**src/srp_params.svh**
```systemverilog
// Purpose: constants of the two-wire register port
// Assumes: 8-bit register pointer and data bytes
// Notes: offsets, reset values and counts only
`ifndef SRP_PARAMS_SVH
`define SRP_PARAMS_SVH

`define SRP_ADDR_BASE 7'h4C
`define SRP_BLOCKED_IDX 8'h0F
`define SRP_PTR_RST 8'h00
`define SRP_REG_RST 8'h00
`define SRP_SHIFT_RST 8'h00
`define SRP_BIT_RST 4'h0
`define SRP_BIT_LAST 4'h8
`define SRP_BIT_STEP 4'h1
`define SRP_PTR_STEP 8'h01
`define SRP_LINE_RST 2'h3
`define SRP_STRAP_RST 2'h0
`define SRP_SLEEP_RST 1'h1

`endif

```
**src/srp_pkg.sv**
```systemverilog
// Purpose: types of the two-wire register port
// Assumes: nothing beyond the params header
// Notes: state codes are gray along the usual path
package srp_pkg;

    typedef enum logic [2:0] {
        ST_IDLE = 3'h0,
        ST_RECV = 3'h1,
        ST_ACK = 3'h3,
        ST_SEND = 3'h2,
        ST_RACK = 3'h6,
        ST_WAIT = 3'h7
    } srp_state_e;

    typedef enum logic [1:0] {
        PH_ADDR = 2'h0,
        PH_PTR = 2'h1,
        PH_DATA = 2'h3
    } srp_phase_e;

endpackage

```
**src/srp_sync.sv**
```systemverilog
// Purpose: three-flop pin synchroniser with agreement filter
// Assumes: input is asynchronous to clk_sys_i
// Notes: output changes only when stages two and three agree
`timescale 1ns/1ps
`default_nettype none

module srp_sync #(
    parameter int WIDTH = 1,
    parameter logic [WIDTH-1:0] RST_VAL = '0
) (
    input wire logic clk_sys_i,
    input wire logic resetn_i,
    input wire logic [WIDTH-1:0] pin_i,
    output logic [WIDTH-1:0] level_o
);

    logic [WIDTH-1:0] s1_reg;
    logic [WIDTH-1:0] s2_reg;
    logic [WIDTH-1:0] s3_reg;

    always_ff @(posedge clk_sys_i or negedge resetn_i) begin
        if (!resetn_i) begin
            s1_reg <= RST_VAL;
            s2_reg <= RST_VAL;
            s3_reg <= RST_VAL;
        end else begin
            s1_reg <= pin_i;
            s2_reg <= s1_reg;
            s3_reg <= s2_reg;
        end
    end

    // per-bit agreement, so one noisy line does not hold back another
    for (genvar i = 0; i < WIDTH; i++) begin : g_bit
        always_ff @(posedge clk_sys_i or negedge resetn_i) begin
            if (!resetn_i) begin
                level_o[i] <= RST_VAL[i];
            end else if (s2_reg[i] == s3_reg[i]) begin
                level_o[i] <= s3_reg[i];
            end
        end
    end

endmodule // srp_sync

`default_nettype wire

```
**src/srp_regfile.sv**
```systemverilog
// Purpose: byte-wide control register array
// Assumes: one write port, one combinational read port
// Notes: writes are frozen while sleep is requested
`timescale 1ns/1ps
`default_nettype none
`include "srp_params.svh"

module srp_regfile #(
    parameter int REG_DEPTH = 256
) (
    input wire logic clk_sys_i,
    input wire logic resetn_i,
    input wire logic sleep_n_i,
    input wire logic wr_en_i,
    input wire logic [7:0] wr_idx_i,
    input wire logic [7:0] wr_data_i,
    input wire logic [7:0] rd_idx_i,
    output logic [7:0] rd_data_o
);

    logic [7:0] mem [REG_DEPTH];
    logic [7:0] cur_byte;

    always_ff @(posedge clk_sys_i or negedge resetn_i) begin
        if (!resetn_i) begin
            for (int i = 0; i < REG_DEPTH; i++) begin
                mem[i] <= `SRP_REG_RST;
            end
        end else if (wr_en_i && sleep_n_i) begin
            mem[wr_idx_i] <= wr_data_i;
        end
    end

    assign rd_data_o = mem[rd_idx_i];
    assign cur_byte = mem[wr_idx_i];
endmodule // srp_regfile

`default_nettype wire

```
**src/srp_serial_port.sv**
```systemverilog
// Purpose: two-wire serial slave giving access to control registers
// Assumes: master drives scl; sda is open drain, resolved outside
// Notes: both lines oversampled on clk_sys_i; no link clock domain
//
// Overview of operation
// - strap pins pick address 4C to 4F
// - slave only, never drives clock line
// - sda changes only while scl low
// - idle bus rests high, released
// - start condition begins address reception
// - first byte: address plus direction bit
// - matching address acknowledged on ninth pulse
// - no acknowledge on mismatch or index 0F
// - bytes shifted most significant bit first
// - refused write leaves sda released high
// - master high ack ends read data
// - write: address, pointer, then data bytes
// - pointer increments after each written byte
// - read: pointer write, restart, read address
// - pointer increments after each read byte
// - stop condition returns device to idle
// - repeated start begins new address phase
// - sleep request freezes register contents
`timescale 1ns/1ps
`default_nettype none
`include "srp_params.svh"

module srp_serial_port #(
    parameter int REG_DEPTH = 256
) (
    input wire logic clk_sys_i,
    input wire logic resetn_i,
    input wire logic scl_i,
    input wire logic sda_i,
    output logic sda_o,
    output logic sda_oe_o,
    input wire logic [1:0] bus_id_select_pins_i,
    input wire logic sleep_request_n_i,
    output logic busy_o
);

    logic scl_s;
    logic sda_s;
    logic [1:0] strap_s;
    logic sleep_n_s;
    logic scl_d_reg;
    logic sda_d_reg;
    logic scl_rise;
    logic scl_fall;
    logic start_det;
    logic stop_det;

    srp_pkg::srp_state_e state_reg;
    srp_pkg::srp_phase_e phase_reg;
    logic [3:0] bit_cnt_reg;
    logic [7:0] shift_reg;
    logic [7:0] tx_reg;
    logic [7:0] ptr_reg;
    logic [7:0] rd_data;
    logic [6:0] own_addr;
    logic dir_reg;
    logic mack_reg;
    logic byte_done;
    logic ack_ok;
    logic wr_en;
    logic ack_end;
    logic send_end;
    logic rack_next;

    function automatic logic is_blocked(input logic [7:0] idx);
        is_blocked = (idx == `SRP_BLOCKED_IDX);
    endfunction

    srp_sync #(
        .WIDTH(2),
        .RST_VAL(`SRP_LINE_RST)
    ) u_line_sync (
        .clk_sys_i(clk_sys_i),
        .resetn_i(resetn_i),
        .pin_i({scl_i, sda_i}),
        .level_o({scl_s, sda_s})
    );

    srp_sync #(
        .WIDTH(2),
        .RST_VAL(`SRP_STRAP_RST)
    ) u_strap_sync (
        .clk_sys_i(clk_sys_i),
        .resetn_i(resetn_i),
        .pin_i(bus_id_select_pins_i),
        .level_o(strap_s)
    );

    srp_sync #(
        .RST_VAL(`SRP_SLEEP_RST)
    ) u_sleep_sync (
        .clk_sys_i(clk_sys_i),
        .resetn_i(resetn_i),
        .pin_i(sleep_request_n_i),
        .level_o(sleep_n_s)
    );

    srp_regfile #(
        .REG_DEPTH(REG_DEPTH)
    ) u_regs (
        .clk_sys_i(clk_sys_i),
        .resetn_i(resetn_i),
        .sleep_n_i(sleep_n_s),
        .wr_en_i(wr_en),
        .wr_idx_i(ptr_reg),
        .wr_data_i(shift_reg),
        .rd_idx_i(ptr_reg),
        .rd_data_o(rd_data)
    );

    always_ff @(posedge clk_sys_i or negedge resetn_i) begin
        if (!resetn_i) begin
            scl_d_reg <= 1'b1;
            sda_d_reg <= 1'b1;
        end else begin
            scl_d_reg <= scl_s;
            sda_d_reg <= sda_s;
        end
    end

    assign scl_rise = scl_s & ~scl_d_reg;
    assign scl_fall = ~scl_s & scl_d_reg;
    // sda moving while scl stays high is framing, never data
    assign start_det = scl_s & scl_d_reg & sda_d_reg & ~sda_s;
    assign stop_det = scl_s & scl_d_reg & ~sda_d_reg & sda_s;

    assign own_addr = `SRP_ADDR_BASE | {5'h00, strap_s};

    assign byte_done = (state_reg == srp_pkg::ST_RECV) && scl_fall && (bit_cnt_reg == `SRP_BIT_LAST);

    // read address refused when the pointer already sits on the blocked index
    always_comb begin
        ack_ok = 1'b0;
        case (phase_reg)
            srp_pkg::PH_ADDR: ack_ok = (shift_reg[7:1] == own_addr) && !(shift_reg[0] && is_blocked(ptr_reg));
            srp_pkg::PH_PTR: ack_ok = !is_blocked(shift_reg);
            srp_pkg::PH_DATA: ack_ok = !is_blocked(ptr_reg);
            default: ack_ok = 1'b0;
        endcase
    end

    assign wr_en = byte_done && ack_ok && (phase_reg == srp_pkg::PH_DATA);
    assign ack_end = (state_reg == srp_pkg::ST_ACK) && scl_fall;
    assign send_end = (state_reg == srp_pkg::ST_SEND) && scl_fall && (bit_cnt_reg == `SRP_BIT_LAST);
    assign rack_next = (state_reg == srp_pkg::ST_RACK) && scl_fall && mack_reg;

    // start wins in every state, which also covers a repeated start
    always_ff @(posedge clk_sys_i or negedge resetn_i) begin
        if (!resetn_i) begin
            state_reg <= srp_pkg::ST_IDLE;
            phase_reg <= srp_pkg::PH_ADDR;
            bit_cnt_reg <= `SRP_BIT_RST;
            dir_reg <= 1'b0;
            mack_reg <= 1'b0;
        end else if (start_det) begin
            state_reg <= srp_pkg::ST_RECV;
            phase_reg <= srp_pkg::PH_ADDR;
            bit_cnt_reg <= `SRP_BIT_RST;
        end else if (stop_det) begin
            state_reg <= srp_pkg::ST_IDLE;
        end else begin
            case (state_reg)
                srp_pkg::ST_RECV: begin
                    if (scl_rise && (bit_cnt_reg != `SRP_BIT_LAST)) begin
                        bit_cnt_reg <= bit_cnt_reg + `SRP_BIT_STEP;
                    end else if (byte_done) begin
                        state_reg <= ack_ok ? srp_pkg::ST_ACK : srp_pkg::ST_WAIT;
                        if (phase_reg == srp_pkg::PH_ADDR) begin
                            dir_reg <= shift_reg[0];
                        end
                    end
                end
                srp_pkg::ST_ACK: begin
                    if (scl_fall) begin
                        bit_cnt_reg <= `SRP_BIT_RST;
                        if (dir_reg) begin
                            state_reg <= srp_pkg::ST_SEND;
                        end else begin
                            state_reg <= srp_pkg::ST_RECV;
                            phase_reg <= (phase_reg == srp_pkg::PH_ADDR) ? srp_pkg::PH_PTR : srp_pkg::PH_DATA;
                        end
                    end
                end
                srp_pkg::ST_SEND: begin
                    if (scl_rise && (bit_cnt_reg != `SRP_BIT_LAST)) begin
                        bit_cnt_reg <= bit_cnt_reg + `SRP_BIT_STEP;
                    end else if (send_end) begin
                        state_reg <= srp_pkg::ST_RACK;
                        mack_reg <= 1'b0;
                    end
                end
                srp_pkg::ST_RACK: begin
                    if (scl_rise) begin
                        if (sda_s) begin
                            state_reg <= srp_pkg::ST_WAIT;
                        end else begin
                            mack_reg <= 1'b1;
                        end
                    end else if (rack_next) begin
                        state_reg <= srp_pkg::ST_SEND;
                        bit_cnt_reg <= `SRP_BIT_RST;
                    end
                end
                srp_pkg::ST_WAIT: state_reg <= srp_pkg::ST_WAIT;
                srp_pkg::ST_IDLE: state_reg <= srp_pkg::ST_IDLE;
                default: state_reg <= srp_pkg::ST_IDLE;
            endcase
        end
    end

    always_ff @(posedge clk_sys_i or negedge resetn_i) begin
        if (!resetn_i) begin
            shift_reg <= `SRP_SHIFT_RST;
        end else if ((state_reg == srp_pkg::ST_RECV) && scl_rise && (bit_cnt_reg != `SRP_BIT_LAST)) begin
            shift_reg <= {shift_reg[6:0], sda_s};
        end
    end

    // pointer survives stop and restart so a read can follow a pointer write
    always_ff @(posedge clk_sys_i or negedge resetn_i) begin
        if (!resetn_i) begin
            ptr_reg <= `SRP_PTR_RST;
        end else if (byte_done && ack_ok && (phase_reg == srp_pkg::PH_PTR)) begin
            ptr_reg <= shift_reg;
        end else if (wr_en || send_end) begin
            ptr_reg <= ptr_reg + `SRP_PTR_STEP;
        end
    end

    always_ff @(posedge clk_sys_i or negedge resetn_i) begin
        if (!resetn_i) begin
            tx_reg <= `SRP_SHIFT_RST;
        end else if ((ack_end && dir_reg) || rack_next) begin
            tx_reg <= rd_data;
        end else if ((state_reg == srp_pkg::ST_SEND) && scl_fall && (bit_cnt_reg != `SRP_BIT_LAST)) begin
            tx_reg <= {tx_reg[6:0], 1'b0};
        end
    end

    // drive changes only one sample after scl is seen low
    always_ff @(posedge clk_sys_i or negedge resetn_i) begin
        if (!resetn_i) begin
            sda_oe_o <= 1'b0;
        end else if (start_det || stop_det) begin
            sda_oe_o <= 1'b0;
        end else if (byte_done) begin
            sda_oe_o <= ack_ok;
        end else if (ack_end) begin
            sda_oe_o <= dir_reg & ~rd_data[7];
        end else if (rack_next) begin
            sda_oe_o <= ~rd_data[7];
        end else if (send_end) begin
            sda_oe_o <= 1'b0;
        end else if ((state_reg == srp_pkg::ST_SEND) && scl_fall) begin
            sda_oe_o <= ~tx_reg[6];
        end else if ((state_reg == srp_pkg::ST_IDLE) || (state_reg == srp_pkg::ST_WAIT)) begin
            sda_oe_o <= 1'b0;
        end
    end

    // open drain: the line is only ever pulled low, scl has no driver at all
    always_ff @(posedge clk_sys_i or negedge resetn_i) begin
        if (!resetn_i) begin
            sda_o <= 1'b0;
        end else begin
            sda_o <= 1'b0;
        end
    end

    always_ff @(posedge clk_sys_i or negedge resetn_i) begin
        if (!resetn_i) begin
            busy_o <= 1'b0;
        end else begin
            busy_o <= (state_reg != srp_pkg::ST_IDLE);
        end
    end
endmodule // srp_serial_port

`default_nettype wire

```
**config.mk**
```make
export PLATFORM = sky130hd
export DESIGN_NAME = srp_serial_port
export DESIGN_NICKNAME = d
export VERILOG_FILES = /design/src/srp_pkg.sv /design/src/srp_sync.sv /design/src/srp_regfile.sv /design/src/srp_serial_port.sv
export VERILOG_INCLUDE_DIRS = /design/src
export SDC_FILE = /design/constraint.sdc
export NUM_CORES = 2
export LEC_CHECK = 0
export BUFFER_PORTS_ARGS = -buffer_cell sky130_fd_sc_hd__clkbuf_2
export CORE_MARGIN = 3
export CORE_UTILIZATION = 45
export CTS_CLUSTER_SIZE = 16
export DETAILED_ROUTE_END_ITERATION = 8
export GPL_TIMING_DRIVEN = 0
export SETUP_SLACK_MARGIN = 0.2
export SKIP_CTS_REPAIR_TIMING = 1
export SYNTH_ARGS = -nofsm -noshare
export SYNTH_HDL_FRONTEND = slang
export SYNTH_SLANG_ARGS = --single-unit
```
**constraint.sdc**
```tcl
create_clock -name clk_sys_i -period 6.27 [get_ports clk_sys_i]
set_input_delay 0.627 -clock clk_sys_i [delete_from_list [all_inputs] [get_ports clk_sys_i]]
set_output_delay 0.627 -clock clk_sys_i [all_outputs]
set_load 0.05 [all_outputs]
```
# Word level (Yosys, flattened, before mapping)
# Cells that the tools add are included.
dict set report word_totals {
  register_bits 2106
  input_bits 7
}
dict set report classes {
  add_sub_neg 2
  magnitude_cmp 2
  eq_ne 34
  mux 49
  bitwise_logic 18
  reduce_logical 42
}
# op count
set op_table {}
lappend op_table {{$bwmux W2048} 1}
lappend op_table {{$bmux W8 S8} 1}
lappend op_table {{$demux W8 S8} 1}
lappend op_table {{$mux W8} 5}
lappend op_table {{$mux W3} 11}
lappend op_table {{$mux W4} 6}
lappend op_table {{$ne A4 B4 Y1 const B} 6}
lappend op_table {{$logic_and A1 B1 Y1} 19}
lappend op_table {{$eq A8 B4 Y1 const B} 2}
lappend op_table {{$pmux W3 S5} 1}
lappend op_table {{$mux W2} 7}
lappend op_table {{$mux W7} 2}
lappend op_table {{$reduce_and A7 Y1} 2}
lappend op_table {{$ne A2 B2 Y1 const B} 6}
lappend op_table {{$pmux W4 S3} 1}
lappend op_table {{$reduce_and A6 Y1} 2}
lappend op_table {{$mux W1} 11}
lappend op_table {{$reduce_bool A2 Y1} 5}
lappend op_table {{$ge A9 B9 Y1 const B} 1}
lappend op_table {{$lt A9 B1 Y1 const B} 1}
lappend op_table {{$ne A3 B3 Y1 const B} 3}
lappend op_table {{$not A1 Y1} 9}
lappend op_table {{$not A8 Y9} 1}
lappend op_table {{$add A8 B1 Y8 const B} 1}
lappend op_table {{other kinds (24)} 42}

# Depth between registers and ports, before layout
dict set report logic_depth {
  depth_word 11
  mapped_depth 13
  ltp_nobuf 9
}

# Cells and area by module
# Synthesis repeated with hierarchy kept, for this count alone.
dict set report hier_totals {
  hier_cells 6267
  hier_area_um2 96273.6
}
# mod instances cells_each area_per_inst_um2 seq_area_each_um2
set by_module_without_submodules {}
lappend by_module_without_submodules {srp_regfile 1 6017 93532.2 51249.2}
lappend by_module_without_submodules {srp_serial_port 1 225 2169.6 953.4}
lappend by_module_without_submodules {{srp_sync at u_line_sync} 1 10 232.7 210.2}
lappend by_module_without_submodules {{srp_sync at u_strap_sync} 1 10 222.7 200.2}
lappend by_module_without_submodules {{srp_sync at u_sleep_sync} 1 5 116.4 105.1}

# Worst setup path after synthesis
# Ideal clock, no wire load.
dict set report synth_path {
  kind {reg2reg}
  start {register ptr_reg[0]}
  end {register u_regs.mem[1192] (netlist name)}
  setup_time_ns 0.125
  t_arrival_ns 3.069
  required_time_ns 6.145
  path_slack_ns 3.076
  path_stages_with_launch 14
  synth_period_minus_slack_ns 3.194
  cell_sequence {dfrtp_1 buf_2 buf_4 buf_4 buf_4 inv_1 clkbuf_1 buf_2 ha_1 and4_1 buf_2 buf_2 nand2_1 mux2_2}
}
dict set report synth_via {
  elab_chain_len 8
}
# element line_no
set synth_lines {}
lappend synth_lines {{start, declared} srp_serial_port.sv:58} ;# logic [7:0] ptr_reg;
lappend synth_lines {{start signal, assigned} srp_serial_port.sv:227} ;# ptr_reg <= `SRP_PTR_RST;
lappend synth_lines {{start signal, assigned} srp_serial_port.sv:229} ;# ptr_reg <= shift_reg;
lappend synth_lines {{start signal, assigned} srp_serial_port.sv:231} ;# ptr_reg <= ptr_reg + `SRP_PTR_STEP;
lappend synth_lines {{parallel branches: the longest is 8 deep, another holds $ge A9 B9 Y1} --}
lappend synth_lines {{end signal, assigned by index} srp_regfile.sv:27} ;# mem[i] <= `SRP_REG_RST;
lappend synth_lines {{end signal, assigned by index} srp_regfile.sv:30} ;# mem[wr_idx_i] <= wr_data_i;
lappend synth_lines {{end, declared} srp_regfile.sv:21} ;# logic [7:0] mem [REG_DEPTH];
# Parallel ways; which one is timed is not known.
# A chain may end at the register's enable or synchronous reset.

# Final worst setup path
dict set report layout_path {
  start {register ptr_reg[1]}
  end {register tx_reg[1]}
}
dict set report layout_via {
  elab_chain_len 5
}
# element line_no
set layout_lines {}
lappend layout_lines {{$not A8 Y9 (implied by the code)} srp_regfile.sv:34} ;# assign rd_data_o = mem[rd_idx_i];
lappend layout_lines {{$bmux W8 S8} srp_regfile.sv:34}
lappend layout_lines {{$mux W8 (implied by the code) (2 in a row)} srp_regfile.sv:34}
lappend layout_lines {{$mux W7} srp_serial_port.sv:238} ;# end else if ((ack_end && dir_reg) || rack_next) begin
lappend layout_lines {{end signal, assigned} srp_serial_port.sv:237} ;# tx_reg <= `SRP_SHIFT_RST;
lappend layout_lines {{end signal, assigned} srp_serial_port.sv:239} ;# tx_reg <= rd_data;
lappend layout_lines {{end signal, assigned} srp_serial_port.sv:241} ;# tx_reg <= {tx_reg[6:0], 1'b0};
lappend layout_lines {{end, declared} srp_serial_port.sv:57} ;# logic [7:0] tx_reg;
# No other way between the ends. The select of a mux whose other input is x is not followed.

==> metrics.md <==
| Metric | Value |
|---|---|
| Slowest stage delay, CP | `1060 ps` |
| Max_cap viols | `12` |
| Worst-path cell chain | `buf_2 -> clkbuf_4 -> clkbuf_4 -> clkbuf_4 -> clkbuf_4 -> mux4_2 -> o21ai_0 -> a31oi_1 -> nor4b_1 -> a32oi_1` |
| Distinct cells, synth | `82` |
| Top_reg_cell synth | `dfrtp_1` |
| CP top delay family | `buffers and inverters` |
| Sink Count | `2106` |
| Layout cells sized above 1 | `48.89%` |
| #FFs+latches synth | `2106` |
| Crit path from | `ptr_reg[1]$_DFFE_PN0P_` |
| DRC errors left | `0` |
| DRT iter0 DRCs | `9096` |
| Yosys Warn Count | `0` |
| Status | `finished, violations left` |
| Final Skew | `74.52 ps` |
| First-pass DRT Iterations | `6` |
| Initial core utilization | `45.55%` |
| F_max | `154.7 MHz` |
| Tot Pwr | `29.96 mW` |
| P per Cell Area | `270.2 nW/um2` |
| Slowest stage cell, crit path | `nor4b_1` |
| Area of the core | `215900 um2` |
| Number of global-route vias before repair | `63.16k` |
| Fraction of the cycle the final worst path needs | `103.1%` |
| Routability cong. | `1.050` |
| CTS tree | `yes` |
| Vias per cell | `6.756` |
| CP max FO | `10` |
| WL met2 | `179600 um` |
| Worst endpoint data arrival time | `7190 ps` |
| Worst-Margin Slew | `1641 ps` |
| Clock slew seen by the registers of the worst setup and hold paths | `60 ps` |
| Slew Limit Fails | `116` |
| First-pass GRT wire length | `584600 um` |
| Die H | `473.5 um` |
| Cts bufs inserted | `227` |
| DRT Wirelength | `440000 um` |
| Die area | `224200 um2` |
| Largest net degree at the start of global routing | `117` |
| Critical Path Most Common Cell | `clkbuf_4` |
| Metal-1 WL | `170700 um` |
| Top cells by area, synth | `dfrtp_1, mux2_2, mux4_2` |
| Final Critical Period | `6462 ps` |
| Highest Signal Layer | `met5` |
| Detailed-placement wirelength estimate | `306900 um` |
| Most frequent cells in the layout | `dfrtp_1, mux2_2, mux4_2` |
| Leak | `52.01 nW` |
| Wire length per cell | `45.79 um` |
| Area grow syn2layout | `12.76%` |
| Commonest non-fill, non-tap cell in the layout | `dfrtp_1` |
| Startpoint types | `flop` |
| CTS HTree Levels | `4` |
| Yosys top cell area share | `53.23%` |
| Synthesized instance count | `6264` |
| Total track usage | `39.15%` |
| EDFF count, synth | `0` |
| Hold WS | `316.7 ps` |
| Initial antenna violation count | `77` |
| Total congestion overflow | `0` |
| Failing checks | `capacitance limit, slew limit, setup timing` |
| WP data required | `7000 ps` |
| Final hold vios | `0` |
| Clock tree buffer depth | `3` |
| # rows | `170` |
| Setup-failing EPs final | `3` |
| Yosys top cell by area | `dfrtp_1` |
| Worst skew pair latency | `940 ps` |
| Max FFs per register | `2048` |
| Kind of end point of the critical path | `flop` |
| Chip width | `473.5 um` |
| Setup CP Type | `flop to flop` |
| DR WL met3 | `54650 um` |
| Worst R2R Start | `ptr_reg[1]$_DFFE_PN0P_` |
| Maximum vdd drop | `0.2419 mV` |
| Post-Synthesis Cell Area | `98340 um2` |
| Max-slew headroom | `-9.372%` |
| Clk root buf | `clkbuf_16` |
| Hold crit path type | `primary input to asynchronous set/reset pin` |
| Antenna viol nets, final | `0` |
| Syn Area/Cell | `15.70 um2` |
| Ys async rst share | `100.0%` |
| RSZ-0062 raised after global routing | `true` |
| Detailed-route via count | `64.91k` |
| Nets | `6567` |
| Post-synth net total | `6277` |
| Setup WS post-layout | `-192.2 ps` |
| Worst Path Buf+Inv | `5` |
| Num ports | `10` |
| Post-synthesis sequential area ratio | `53.61%` |
| # port buffers | `8` |
| Final Util | `51.36%` |
[routing by layer]
metal	global-route usage, %	up-vias
li1	-	24010
met1	51.80	35410
met2	52.99	4334
met3	15.40	1130
met4	25.89	26
met5	0	-
[cell usage after synthesis (all sizes together), types with 8 or more instances]
cell type  instances
a2111oi            8
a211oi            19
a21oi             43
a221oi            16
a22oi             68
a31oi             12
and2              10
and3               9
buf              196
clkbuf           305
dfrtp           2092
dfstp             14
inv                9
mux2            2068
mux2i            176
mux4             494
nand2            229
nand2b            10
nand3             32
nand4             20
nor2             191
nor2b             20
nor3              30
nor4               9
o211ai             9
o21ai             38
o22ai             19
[where the power goes]
part / leakage (nW) / switching, mW / internal, mW
sequential: 29.3 / 0.0486 / 13.7
clock: 3.72 / 6.03 / 7.77
combinational: 18.9 / 2.04 / 0.404
total: 52.0 / 8.13 / 21.8
[worst paths after layout]
kind | to | slack (ps) | depth (start not counted)
hold / removal | u_regs.mem[1909]$_DFFE_PN0P_ | 320 | 2
setup reg to reg | tx_reg[1]$_DFFE_PN0P_ | -190 | 10
min in group clk_sys_i | u_sleep_sync.s1_reg$_DFF_PN1_ | 320 | 2
setup / recovery | tx_reg[1]$_DFFE_PN0P_ | -190 | 10
hold reg to reg | u_strap_sync.s2_reg[0]$_DFF_PN0_ | 350 | 0
max in group asynchronous | u_regs.mem[131]$_DFFE_PN0P_ | 2670 | 8
[area by class of cell]
class	count	area, um2
plain buffers	501	2336
inverters	9	33.78
flip-flops and latches	2106	52720
well taps	2838	3551
fillers	18060	105000
diodes	35	87.58
clock inverters	65	872.1
clock buffers	345	6714
multi-input cells	3648	43400
repair buffers	61	1174
[cells by family (layout without fill, tap and decap cells)]
| family | after synthesis | after routing | share of synthesized area [%] |
|---|---|---|---|
| XOR/XNOR | 3 | 3 | 0.02672 |
| other | 1 | 36 | 0.003813 |
| AO/OA/AOI/OAI | 293 | 293 | 2.112 |
| flip-flops | 2106 | 2106 | 53.61 |
| AND/OR/NAND/NOR | 602 | 602 | 4.115 |
| buffers and inverters | 510 | 981 | 2.305 |
| adder cells (fa/ha/maj) | 11 | 11 | 0.1272 |
| multiplexers | 2738 | 2738 | 37.70 |
[per-stage QoR]
| stage | instances | cell area [um2] | TNS, ps | setup WS [ps] |
|---|---|---|---|---|
| 2_1_floorplan | 6264 | 98340 | 0 | 3076 |
| 3_3_place_gp | 9110 | 101900 | - | -47770 |
| 3_5_place_dp | 9156 | 103100 | -1629 | -656.5 |
| 4_1_cts | 9566 | 110700 | -1974 | -718.8 |
| 5_1_grt | 9575 | 110800 | 0 | 126.3 |
| 6_report | 9608 | 110900 | -324.8 | -192.2 |
[worst reg2reg max path: stages (launching register included)]
cell and delay (ps):
dfrtp_1 370, buf_2 440, clkbuf_4 640, clkbuf_4 730, clkbuf_4 730, clkbuf_4 720, mux4_2 450, o21ai_0 580
a31oi_1 330, nor4b_1 1060, a32oi_1 220
(Power assumes the default switching activity.)
